## config.mk

```make
export PLATFORM = sky130hd
export DESIGN_NAME = fault_propagation_sync_ctrl
export DESIGN_NICKNAME = d
export VERILOG_FILES = /design/src/logic/fault_propagation_sync_ctrl.v
export VERILOG_INCLUDE_DIRS = /design/src /design/src/inc
export SDC_FILE = /design/constraint.sdc
export NUM_CORES = 1
export LEC_CHECK = 0
export ABC_AREA = 1
export BUFFER_PORTS_ARGS = -buffer_cell sky130_fd_sc_hd__buf_2
export CAP_MARGIN = 20
export CORE_MARGIN = 2
export CORE_UTILIZATION = 50
export CTS_CLUSTER_SIZE = 30
export DETAILED_ROUTE_END_ITERATION = 10
export PLACE_DENSITY = 0.68
export SETUP_SLACK_MARGIN = 0.1
export SLEW_MARGIN = 20
export SYNTH_ARGS = -nofsm -noshare
export SYNTH_HDL_FRONTEND = slang
export SYNTH_SLANG_ARGS = --single-unit
export TNS_END_PERCENT = 100
```

## constraint.sdc

```tcl
create_clock -name clk_sys -period 5 [get_ports clk_sys]
set_input_delay 1 -clock clk_sys [delete_from_list [all_inputs] [get_ports clk_sys]]
set_output_delay 1 -clock clk_sys [all_outputs]
set_load 0.02 [all_outputs]
```

## src/inc/fault_sync_consts.vh

```
`ifndef FAULT_SYNC_CONSTS_VH
`define FAULT_SYNC_CONSTS_VH

// ****************************************
// register offsets
// ****************************************
`define ADDR_INTERLEAVE 8'h04
`define ADDR_STATUS 8'h16
`define ADDR_PROPAGATE 8'h1c
`define ADDR_LATCHING 8'h1d
`define ADDR_OFFTYPE 8'h1e

// ****************************************
// field positions
// ****************************************
`define BIT_TW 7
`define BIT_PG 6
`define BIT_TR 5
`define BIT_OT 4
`define BIT_OC 3
`define BIT_UV 2
`define BIT_OV 1
`define BIT_RSV 0
`define INT_STEP_MSB 3
`define INT_STEP_LSB 0
`define INT_FREQ 5
`define INT_PHS_MSB 7
`define INT_PHS_LSB 6
`define INT_WRITE_MASK 8'hef

// ****************************************
// reset values
// ****************************************
`define INTERLEAVE_RESET 8'h00
`define STATUS_RESET 8'hff
`define PROPAGATE_RESET 8'h00
`define LATCHING_RESET 8'h00
`define OFFTYPE_RESET 8'h00

// ****************************************
// turn-off types
// ****************************************
`define OFF_SEQUENCED 2'h0
`define OFF_CRITICAL 2'h1
`define OFF_EMERGENCY 2'h2

// ****************************************
// timing
// ****************************************
`define RETRY_MS 130
`define CLK_KHZ 250000
`define SYNC_KHZ 500
`define PHASE_STEPS 16

`endif

```

## src/logic/fault_propagation_sync_ctrl.v

```verilog
`timescale 1ns/1ps
`include "fault_sync_consts.vh"

// Contract
// - a propagating fault pulls the shared fault line low.
// - a low fault line from another converter starts our turn-off, same type.
// - the turn-off type is coded into the line's high-to-low transition; here it is the line level at the two sync falling edges after it.
// - our drive on the fault line changes only at sync line falling edges.
// - without propagation we turn off alone and leave the fault line released.
// - non-latching faults retry start-up every 130 ms.
// - the 130 ms retry ignores any programmed turn-off delay.
// - propagation is chosen per fault type in a read/write register.
// - overcurrent armed above prebias, fast off, propagates only as critical.
// - frequency 500 kHz or 1 MHz; config writes only while turned off.
// - switching starts in step with the sync line falling edge.
// - each converter picks its own frequency, all locked to the sync line.
// - pwm start lags the sync edge by interleave code times 22.5 degrees.
// - frequency bit 5: zero is 500 kHz, one is 1000 kHz.
// - phase count bits 7:6 select one to four pwm phases.
// - config bit 4 always reads zero.
// - active fault reads zero; writing one clears a latched fault.
// - sequenced ramps down, critical opens both, emergency closes low side.
// - latching fault stays off until bit cleared or turn-on recycled.
module fault_propagation_sync_ctrl #(
	parameter RETRY_CYCLES = `RETRY_MS * `CLK_KHZ,
	parameter CNT_W = 25,
	parameter SYNC_CYCLES = `CLK_KHZ / `SYNC_KHZ
)
(
	// clock and reset
	input wire clk_sys,
	input wire sys_rst,
	input wire clk_en,
	// link pins
	input wire sync_line,
	input wire fault_line_i,
	output reg fault_line_o_q,
	output reg fault_line_oe_n_q,
	// converter condition inputs
	input wire turn_on_cmd,
	input wire prebias_exceeded,
	input wire tracking_fault,
	input wire overtemp_fault,
	input wire overcurrent_fault,
	input wire undervoltage_fault,
	input wire overvoltage_error,
	input wire temp_warning,
	input wire power_good_warning,
	// register port
	input wire reg_wr,
	input wire [7:0] reg_addr,
	input wire [7:0] reg_wdata,
	output reg [7:0] reg_rdata_q,
	// converter control
	output reg conv_on_q,
	output reg [1:0] shutdown_type_q,
	output reg pwm_start_q,
	output reg [3:0] pwm_phase_en_q,
	output reg switch_freq_1mhz_q
);

	// ****************************************
	// constants
	// ****************************************
	localparam [31:0] STEP_FULL = SYNC_CYCLES / `PHASE_STEPS;
	localparam [31:0] HALF_FULL = SYNC_CYCLES / 2;
	localparam [31:0] RETRY_FULL = RETRY_CYCLES - 1;
	localparam [9:0] STEP_CYC = STEP_FULL[9:0];
	localparam [9:0] HALF_CYC = HALF_FULL[9:0];
	localparam [CNT_W-1:0] RETRY_LAST = RETRY_FULL[CNT_W-1:0];
	localparam NSYNC = 11;

	localparam [2:0] S_OFF = 3'h0;
	localparam [2:0] S_RUN = 3'h1;
	localparam [2:0] S_LATCHED = 3'h2;
	localparam [2:0] S_RETRY = 3'h3;
	localparam [2:0] S_REMOTE = 3'h4;

	localparam [1:0] D_IDLE = 2'h0;
	localparam [1:0] D_B0 = 2'h1;
	localparam [1:0] D_B1 = 2'h2;
	localparam [1:0] D_HOLD = 2'h3;

	localparam [1:0] L_IDLE = 2'h0;
	localparam [1:0] L_B0 = 2'h1;
	localparam [1:0] L_B1 = 2'h2;

	// ****************************************
	// functions
	// ****************************************
	// most severe tripping fault decides the type
	function [1:0] off_type_of;
		input [7:0] trip;
		input [7:0] cfg;
		begin
			if (trip[`BIT_OV])
				off_type_of = cfg[`BIT_OV] ? `OFF_EMERGENCY : `OFF_CRITICAL;
			else if (trip[`BIT_OC] | trip[`BIT_TR])
				off_type_of = `OFF_CRITICAL;
			else if (trip[`BIT_OT])
				off_type_of = cfg[`BIT_OT] ? `OFF_CRITICAL : `OFF_SEQUENCED;
			else
				off_type_of = cfg[`BIT_UV] ? `OFF_CRITICAL : `OFF_SEQUENCED;
		end
	endfunction

	function [3:0] phase_enables;
		input [1:0] code;
		begin
			case (code)
				2'h0: phase_enables = 4'h1;
				2'h1: phase_enables = 4'h5;
				2'h2: phase_enables = 4'h7;
				default: phase_enables = 4'hf;
			endcase
		end
	endfunction

	// ****************************************
	// input synchronisers
	// ****************************************
	wire [NSYNC-1:0] raw_in;
	reg [NSYNC-1:0] meta_q;
	reg [NSYNC-1:0] sync_q;
	assign raw_in = {sync_line, fault_line_i, turn_on_cmd, prebias_exceeded,
		tracking_fault, overtemp_fault, overcurrent_fault, undervoltage_fault,
		overvoltage_error, temp_warning, power_good_warning};

	genvar gi;
	generate
		for (gi = 0; gi < NSYNC; gi = gi + 1)
		begin : g_sync
			always @(posedge clk_sys or posedge sys_rst)
			begin
				if (sys_rst)
				begin
					meta_q[gi] <= 1'b0;
					sync_q[gi] <= 1'b0;
				end
				else if (clk_en)
				begin
					meta_q[gi] <= raw_in[gi];
					sync_q[gi] <= meta_q[gi];
				end
			end
		end
	endgenerate

	wire s_sync = sync_q[10];
	wire s_fault = sync_q[9];
	wire s_on = sync_q[8];
	reg sync_prev_q;
	wire fall = sync_prev_q & ~s_sync;

	// detected faults at status bit positions
	wire [7:0] det;
	assign det = {2'b00, sync_q[6], sync_q[5], sync_q[4] & sync_q[7], sync_q[3], sync_q[2], 1'b0};

	// ****************************************
	// registers and state
	// ****************************************
	reg [7:0] interleave_q;
	reg [7:0] status_q;
	reg [7:0] propagate_q;
	reg [7:0] latching_q;
	reg [7:0] offtype_q;
	reg [2:0] state_q;
	reg [CNT_W-1:0] retry_cnt_q;
	reg drv_req_q;
	reg [1:0] drv_type_q;
	reg [1:0] drv_state_q;
	reg [1:0] lst_state_q;
	reg line_level_q;
	reg b0_q;
	reg remote_q;
	reg [1:0] remote_type_q;
	reg [9:0] ph_cnt_q;

	wire running = (state_q == S_RUN);
	wire [7:0] trip = det & {8{running}};
	wire any_trip = |trip;
	wire [1:0] trip_type = off_type_of(trip, offtype_q);
	wire wr_status = reg_wr & (reg_addr == `ADDR_STATUS);
	wire [7:0] status_clr = wr_status ? reg_wdata : 8'h00;

	// ****************************************
	// register writes
	// ****************************************
	always @(posedge clk_sys or posedge sys_rst)
	begin
		if (sys_rst)
		begin
			interleave_q <= `INTERLEAVE_RESET;
			propagate_q <= `PROPAGATE_RESET;
			latching_q <= `LATCHING_RESET;
			offtype_q <= `OFFTYPE_RESET;
		end
		else if (clk_en && reg_wr)
		begin
			// frozen while switching so the pwm never glitches
			if (reg_addr == `ADDR_INTERLEAVE && !conv_on_q)
				interleave_q <= reg_wdata & `INT_WRITE_MASK;
			if (reg_addr == `ADDR_PROPAGATE)
				propagate_q <= reg_wdata;
			if (reg_addr == `ADDR_LATCHING)
				latching_q <= reg_wdata;
			if (reg_addr == `ADDR_OFFTYPE)
				offtype_q <= reg_wdata;
		end
	end

	// ****************************************
	// protection state machine
	// ****************************************
	always @(posedge clk_sys or posedge sys_rst)
	begin
		if (sys_rst)
		begin
			state_q <= S_OFF;
			status_q <= `STATUS_RESET;
			retry_cnt_q <= {CNT_W{1'b0}};
			drv_req_q <= 1'b0;
			drv_type_q <= `OFF_SEQUENCED;
			conv_on_q <= 1'b0;
			shutdown_type_q <= `OFF_SEQUENCED;
		end
		else if (clk_en)
		begin
			// hardware clearing to zero beats a software write of one
			status_q <= (status_q | status_clr) & ~trip;
			case (state_q)
				S_OFF:
				begin
					// wait for the code to finish so we never pull while switching
					if (s_on && line_level_q && !drv_req_q && drv_state_q == D_IDLE)
					begin
						state_q <= S_RUN;
						conv_on_q <= 1'b1;
					end
				end
				S_RUN:
				begin
					if (any_trip)
					begin
						conv_on_q <= 1'b0;
						shutdown_type_q <= trip_type;
						retry_cnt_q <= {CNT_W{1'b0}};
						if (|(trip & propagate_q))
						begin
							drv_req_q <= 1'b1;
							drv_type_q <= trip_type;
						end
						// otherwise the line stays released
						state_q <= (|(trip & latching_q)) ? S_LATCHED : S_RETRY;
					end
					else if (remote_q)
					begin
						conv_on_q <= 1'b0;
						shutdown_type_q <= remote_type_q;
						state_q <= S_REMOTE;
					end
					else if (!s_on)
					begin
						conv_on_q <= 1'b0;
						shutdown_type_q <= `OFF_SEQUENCED;
						state_q <= S_OFF;
					end
				end
				S_LATCHED:
				begin
					if (!s_on || (&(status_q[`BIT_TR:`BIT_OV] | status_clr[`BIT_TR:`BIT_OV])))
					begin
						drv_req_q <= 1'b0;
						state_q <= S_OFF;
					end
				end
				S_RETRY:
				begin
					// counted from the trip, not from the end of ramp-down
					if (retry_cnt_q == RETRY_LAST)
					begin
						drv_req_q <= 1'b0;
						status_q[`BIT_TR:`BIT_OV] <= {5{1'b1}};
						state_q <= S_OFF;
					end
					else
						retry_cnt_q <= retry_cnt_q + 1'b1;
				end
				S_REMOTE:
				begin
					if (fall && s_fault && lst_state_q == L_IDLE)
						state_q <= S_OFF;
				end
				default: state_q <= S_OFF;
			endcase
		end
	end

	// ****************************************
	// fault line driver
	// ****************************************
	// code: edge 0 low, edge 1 high for critical, edge 2 high for emergency
	wire code_b0 = (drv_type_q == `OFF_CRITICAL);
	wire code_b1 = (drv_type_q == `OFF_EMERGENCY);

	always @(posedge clk_sys or posedge sys_rst)
	begin
		if (sys_rst)
		begin
			drv_state_q <= D_IDLE;
			fault_line_oe_n_q <= 1'b1;
			fault_line_o_q <= 1'b0;
			sync_prev_q <= 1'b0;
		end
		else if (clk_en)
		begin
			sync_prev_q <= s_sync;
			fault_line_o_q <= 1'b0;
			if (fall)
			begin
				case (drv_state_q)
					D_IDLE:
					begin
						if (drv_req_q)
						begin
							fault_line_oe_n_q <= 1'b0;
							drv_state_q <= D_B0;
						end
					end
					D_B0:
					begin
						fault_line_oe_n_q <= code_b0;
						drv_state_q <= D_B1;
					end
					D_B1:
					begin
						fault_line_oe_n_q <= code_b1;
						drv_state_q <= D_HOLD;
					end
					D_HOLD:
					begin
						fault_line_oe_n_q <= ~drv_req_q;
						if (!drv_req_q)
							drv_state_q <= D_IDLE;
					end
					default: drv_state_q <= D_IDLE;
				endcase
			end
		end
	end

	// ****************************************
	// fault line listener
	// ****************************************
	always @(posedge clk_sys or posedge sys_rst)
	begin
		if (sys_rst)
		begin
			lst_state_q <= L_IDLE;
			line_level_q <= 1'b0;
			b0_q <= 1'b0;
			remote_q <= 1'b0;
			remote_type_q <= `OFF_SEQUENCED;
		end
		else if (clk_en)
		begin
			remote_q <= 1'b0;
			if (fall)
			begin
				line_level_q <= s_fault;
				case (lst_state_q)
					L_IDLE:
					begin
						// our own drive is not a remote event
						if (line_level_q && !s_fault && drv_state_q == D_IDLE && !drv_req_q)
							lst_state_q <= L_B0;
					end
					L_B0:
					begin
						b0_q <= s_fault;
						lst_state_q <= L_B1;
					end
					L_B1:
					begin
						remote_q <= 1'b1;
						remote_type_q <= b0_q ? `OFF_CRITICAL :
							(s_fault ? `OFF_EMERGENCY : `OFF_SEQUENCED);
						lst_state_q <= L_IDLE;
					end
					default: lst_state_q <= L_IDLE;
				endcase
			end
		end
	end

	// ****************************************
	// pwm timing
	// ****************************************
	wire [9:0] lag = interleave_q[`INT_STEP_MSB:`INT_STEP_LSB] * STEP_CYC;
	wire [9:0] lag2 = (lag >= HALF_CYC) ? lag - HALF_CYC : lag + HALF_CYC;
	wire freq_hi = interleave_q[`INT_FREQ];

	always @(posedge clk_sys or posedge sys_rst)
	begin
		if (sys_rst)
		begin
			ph_cnt_q <= 10'h000;
			pwm_start_q <= 1'b0;
			pwm_phase_en_q <= 4'h0;
			switch_freq_1mhz_q <= 1'b0;
		end
		else if (clk_en)
		begin
			// counter restarts on each sync falling edge
			if (fall)
				ph_cnt_q <= 10'h000;
			else if (ph_cnt_q != 10'h3ff)
				ph_cnt_q <= ph_cnt_q + 10'h001;
			pwm_start_q <= conv_on_q && ((ph_cnt_q == lag) || (freq_hi && ph_cnt_q == lag2));
			pwm_phase_en_q <= conv_on_q ?
				phase_enables(interleave_q[`INT_PHS_MSB:`INT_PHS_LSB]) : 4'h0;
			switch_freq_1mhz_q <= freq_hi;
		end
	end

	// ****************************************
	// register reads
	// ****************************************
	always @(posedge clk_sys or posedge sys_rst)
	begin
		if (sys_rst)
			reg_rdata_q <= 8'h00;
		else if (clk_en)
		begin
			case (reg_addr)
				`ADDR_INTERLEAVE: reg_rdata_q <= interleave_q;
				`ADDR_STATUS: reg_rdata_q <= {~sync_q[1], ~sync_q[0], status_q[5:0]};
				`ADDR_PROPAGATE: reg_rdata_q <= propagate_q;
				`ADDR_LATCHING: reg_rdata_q <= latching_q;
				`ADDR_OFFTYPE: reg_rdata_q <= offtype_q;
				default: reg_rdata_q <= 8'h00;
			endcase
		end
	end

endmodule // fault_propagation_sync_ctrl

```

-- After elaboration in Yosys (flattened, before gate mapping)
Cells that the tools add are included.
- $add $sub $neg: 4
- multiply operators: 1
- magnitude comparators: 1
- eq/ne operators: 34
- multiplexer cells: 51
- bitwise gates (word level): 15
- reductions and logical operators: 47
- operator list (operator ; number):
    two-way mux 25 bit ; 2
    case mux 25 bit (2 select lines) ; 1
    case mux 8 bit (5 select lines) ; 1
    == test 8 x 5 -> 1 bit, second input constant ; 4
    two-way mux 10 bit ; 3
    adder 25 x 1 -> 25 bit, second input constant ; 1
    == test 25 bit, second input constant ; 1
    AND 8 bit ; 3
    OR reduction 8 bit ; 3
    two-way mux 3 bit ; 7
    two-way mux 2 bit ; 10
    two-way mux 1 bit ; 16
    AND reduction 4 bit ; 4
    case mux 3 bit (5 select lines) ; 1
    AND reduction 3 bit ; 5
    inequality test 2 bit, second input constant ; 7
    logical AND 1 bit ; 12
    case mux 4 bit (3 select lines) ; 1
    AND reduction 2 bit ; 6
    AND reduction 6 bit ; 2
    adder 10 x 1 -> 10 bit, second input constant ; 1
    adder 9 x 8 -> 10 bit, second input constant ; 1
    == test 10 bit ; 1
    == test 10 x 9 -> 1 bit ; 1
    other kinds (35) ; 59
- flip-flop bits (word level): 130
- input port bits: 31
- output and inout port bits: 19
- logic and storage cells: 199

-- Longest topological paths before layout
- depth in word-level cells: 8
- gate-level depth with buffers: 24
- gate-level depth less buffers: 24

-- Worst setup path before layout
OpenSTA, ideal clock, no wires.
- path type: reg-to-reg
- from: register interleave_q[1]
- to: register pwm_start_q
- library setup time: 0.116 ns
- data arrival time: 3.425 ns
- required time: 4.884 ns
- path slack: 1.458 ns
- stages on the path, launching flop included: 21
- buffers on the path: 0
- period minus slack after synthesis: 3.542 ns
- cells stage by stage: dfrtp_1 -> fa_1 -> fa_1 -> inv_1 -> fa_1 -> xnor2_1 -> nand3_1 -> nor2_1 -> nand3_2 -> nand2_4 -> nand2_1 -> nand2_1 -> nand2_1 -> nand2_1 -> inv_1 -> nand2_1 -> nor2_1 -> nand2_1 -> nand2_1 -> nand2_1 -> nand2_1
- cells in the longest elaborated chain, start to end: 7
- elaborated cells between the ends (all ways): 10
- classes of those cells: add/sub (2); mul (1); order compare (1); eq/ne (2); mux (1); reduce/logical (3)
- RTL lines (item ; line ; text):
    start: declaration ; fault_propagation_sync_ctrl.v:162 ; reg [7:0] interleave_q;
    start signal: assignment ; fault_propagation_sync_ctrl.v:193 ; interleave_q <= `INTERLEAVE_RESET;
    start signal: assignment ; fault_propagation_sync_ctrl.v:202 ; interleave_q <= reg_wdata & `INT_WRITE_MASK;
    multiplier 4 x 5 -> 9 bit (*) ; fault_propagation_sync_ctrl.v:399 ; wire [9:0] lag = interleave_q[`INT_STEP_MSB:`INT_STEP_LSB] * STEP_CYC;
    adder 9 x 8 -> 10 bit, or another cell as far along ; fault_propagation_sync_ctrl.v:400 ; wire [9:0] lag2 = (lag >= HALF_CYC) ? lag - HALF_CYC : lag + HALF_CYC;
    two-way mux 10 bit ; fault_propagation_sync_ctrl.v:400 ;
    == test 10 bit ; fault_propagation_sync_ctrl.v:419 ; pwm_start_q <= conv_on_q && ((ph_cnt_q == lag) || (freq_hi && ph_cnt_q == lag2));
    logical AND 1 bit ; fault_propagation_sync_ctrl.v:419 ;
    logical OR 1 bit (*) ; fault_propagation_sync_ctrl.v:419 ;
    logical AND 1 bit (*) ; fault_propagation_sync_ctrl.v:419 ;
    end signal: assignment ; fault_propagation_sync_ctrl.v:419 ;
    end: declaration ; fault_propagation_sync_ctrl.v:57 ; output reg pwm_start_q,
Mark *: on every way between the ends. The rest lies on a longest branch, timed or not.
A chain may end at the register's enable or synchronous reset.

-- Worst setup path after layout
Same ends and word-level chain as after synthesis.

==> results_dict.tcl <==
set metrics [dict create \
    status "finished, final reports clean" \
    p_int_mw 2.173 \
    top_level_ports 50 \
    cts_tree "done" \
    clockBufferDepth 2 \
    start_util_pct 50.71 \
    dp.cells 1154 \
    yosys_warnings 0 \
    layout.nets 1047 \
    instances_no_fill 1186 \
    final_common_cell "nand2_1" \
    post-route-min-period_ns 3.879 \
    dr.pass1.iters 5 \
    grt_pass1_wl_um 30130 \
    root_buffer "clkbuf_16" \
    cp.buffers_inverters 1 \
    rsz0062_at_grt "no" \
    routed_wirelength_um 17580 \
    cts-hold-fix-buffers 0 \
    ant_nets 0 \
    finalPower_mw 3.269 \
    multi_input_area_um2 3492 \
    place.gp.congestion 0.8907 \
    power.switching_mw 1.096 \
    worst_pin_slew_ns 0.8094 \
    clk_pin_slew_ns 0.06 \
    cp_max_fo 10 \
    grt-ovfl-total 0 \
    critPathMostFrequentCell "nand2_1" \
    grt_max_degree 67 \
    port_buffers 48 \
    pre_cts_ws_ns 1.129 \
    syn-mean-instance-area_um2 7.794 \
    grt_pass1_vias 6050 \
    utilization_pct 57.85 \
    synth.distinct_cells 56 \
    diodes 0 \
    cts_buffers 17 \
    synth_flop_cell "dfrtp_1" \
    clock_skew_ns 0.01860 \
    finalSetupViolCount 0 \
    clockPowerShare_pct 38.2 \
    fillers 1300 \
    power.density_nw_per_um2 393.3 \
    seqPwrFrac_pct 39.1 \
    layout_common_cells "236 x nand2_1, 121 x dfrtp_1, 120 x inv_1" \
    slew_headroom_pct 46.04 \
    wl_per_cell_um 14.82 \
    crit_family "adder cells" \
    rows 44 \
    r2r_slack_ns 1.12 \
    end_kind "flip-flop" \
    die_area_um2 15560 \
    critPathRequiredTime_ns 5.36 \
    clock.fmax_mhz 257.8 \
    crit_arrival_ns 4.24 \
    post-route-period-util_pct 77.58 \
    setup_ws_ns 1.121 \
    core_um2 14370 \
    ctsResizeCount 0 \
    comb_power_share_pct 22.8 \
    synth_edf_count 0 \
    switching_share_pct 33.53 \
    vdd_drop_max_uv 267.7 \
    hold_violations 0 \
    clock_sinks 128 \
    p_leak_nw 3.985 \
    num_vias 6355 \
    yosys_register_bits 128 \
    slowest_stage "fa_1" \
    crit_chain "fa_1 > fa_1 > inv_1 > fa_1 > xnor2_1 > nand3_1 > nor2_1 > nand3_2 > nand2_4 > nand2_1 > nand2_1 > nand2_1 > nor2_1 > nand2_1 > nor2_1 > nand2_1 > nand2_1 > nand2_1 > nand2_1" \
    hold_class "reg2reg" \
    critPathMaxStageDelay_ns 0.62 \
    die_h_um 124.7 \
    fp.dieW_um 124.7 \
    synthCells 935 \
    drc 0 \
    hpwl_um 12910 \
    maxCapViolations 0 \
    ys_seq_area_share_pct 44.08 \
    tns_ns 0 \
    antenna_found_initial 0 \
    post-cts-setup-buffers 0 \
    synth_area_um2 7287 \
    h-tree-depth 4 \
    slew_viol_final 0 \
    synth_async_sr_flop_share_pct 100.0 \
    area_growth_pct 14.06 \
    layout.area.seq_um2 3212 \
    drive_gt1_share_pct 13.57 \
    routed_via_density 5.358 \
    clk_latency_ns 0.43 \
    drtIter0Drc 426 \
    criticalPathCategory "reg2reg" \
    worstSetupStartpointType "flip-flop" \
    track_usage_pct 23.98 \
    syn_nets 993 \
]
-- stage by stage --
stage,hold slack [ns],instance area [µm²]
after floorplan,0.4367,7287
after global placement,0.4500,7717
after detailed placement,0.4590,7717
after CTS,0.4738,8312
after global routing,0.4846,8312
final,0.4747,8312
-- cell families (layout without fill, tap and decap cells) --
logic type / after synthesis / after routing / share of synthesized area [%]
buffers and inverters: 152 / 219 / 8.001
AO/OA/AOI/OAI: 184 / 184 / 14.29
AND/OR/NAND/NOR: 429 / 429 / 26.65
adder cells (fa/ha/maj): 27 / 27 / 5.254
flip-flops: 128 / 128 / 44.08
other: 1 / 1 / 0.05146
XOR/XNOR: 14 / 14 / 1.683
-- tightest hold or removal path, cell delays in order (launching register included) --
cell	delay (ns)
dfrtp_1	0.33
nand2_1	0.05
nand2_1	0.06
-- sequential cells by signal, summed over array words and instances (netlist names), 2 cells and up --
register / flops
retry_cnt_q: 25
meta_q: 11
ph_cnt_q: 10
latching_q: 8
offtype_q: 8
propagate_q: 8
reg_rdata_q: 8
interleave_q: 7
status_q: 6
det: 4
pwm_phase_en_q: 4
sync_q: 4
state_q: 3
drv_state_q: 2
drv_type_q: 2
lst_state_q: 2
remote_type_q: 2
shutdown_type_q: 2
-- final timing paths --
kind	cells past startpoint	end	startpoint
worst min register to register	2	sync_q[0]	sync_q[0]
worst min-delay path	2	sync_q[0]	sync_q[0]
worst max-delay path	19	pwm_start_q	interleave_q[1]
worst max register to register	19	pwm_start_q	interleave_q[1]
max in group asynchronous	3	shutdown_type_q[1]	sys_rst
min in group asynchronous	2	b0_q	sys_rst
-- metal layers --
layer	share of wire, %	GRT usage, %	vias to the layer above
met4	1.8	7.931	0
met1	49	34.94	2995
met3	4.4	4.596	23
met5	0	0	-
li1	-	-	3184
met2	45	36.07	153
-- area by class of cell --
class | count | area share, %
clock buffer | 18 | 5.284
clock inverter | 14 | 1.867
inverter | 134 | 6.082
multi-input combinational | 655 | 42.01
sequential | 128 | 38.64
tap | 184 | 2.770
timing repair buffer | 53 | 3.342
-- Yosys cell counts (3+ instances only) --
cell      instances  area share, %
nand2_1         236             12
dfrtp_1         121             42
inv_1           121            6.2
o21ai_0          87            6.0
nor2_1           70            3.6
nand3_1          53            3.6
a21oi_1          44            3.0
ha_1             21            3.6
nor3_1           17            1.2
inv_2            12           0.62
clkbuf_1         10           0.52
nand4_1           9           0.77
xor2_1            9            1.1
nor4_1            8           0.69
o21ai_1           8           0.55
a221oi_1          7           0.84
dfstp_2           7            2.5
o22ai_1           7           0.60
o31ai_1           7           0.72
a31oi_1           6           0.52
fa_1              6            1.6
nand2_2           6           0.52
buf_1             5           0.26
o21a_1            5           0.52
xnor2_1           5           0.60
nor2_2            4           0.34
nor3_2            4           0.55
nand3_2           3           0.41
nand3b_1          3           0.31
-- power by group through the flow --
stage	clock network (mW)	registers (mW)	logic, mW
after floorplan	0	1.29	0.540
after global placement	0	1.29	0.735
after detailed placement	0	1.29	0.742
after CTS	1.27	1.28	0.748
after global routing	1.33	1.29	0.851
final	1.25	1.28	0.744
(Power assumes the default switching activity.)
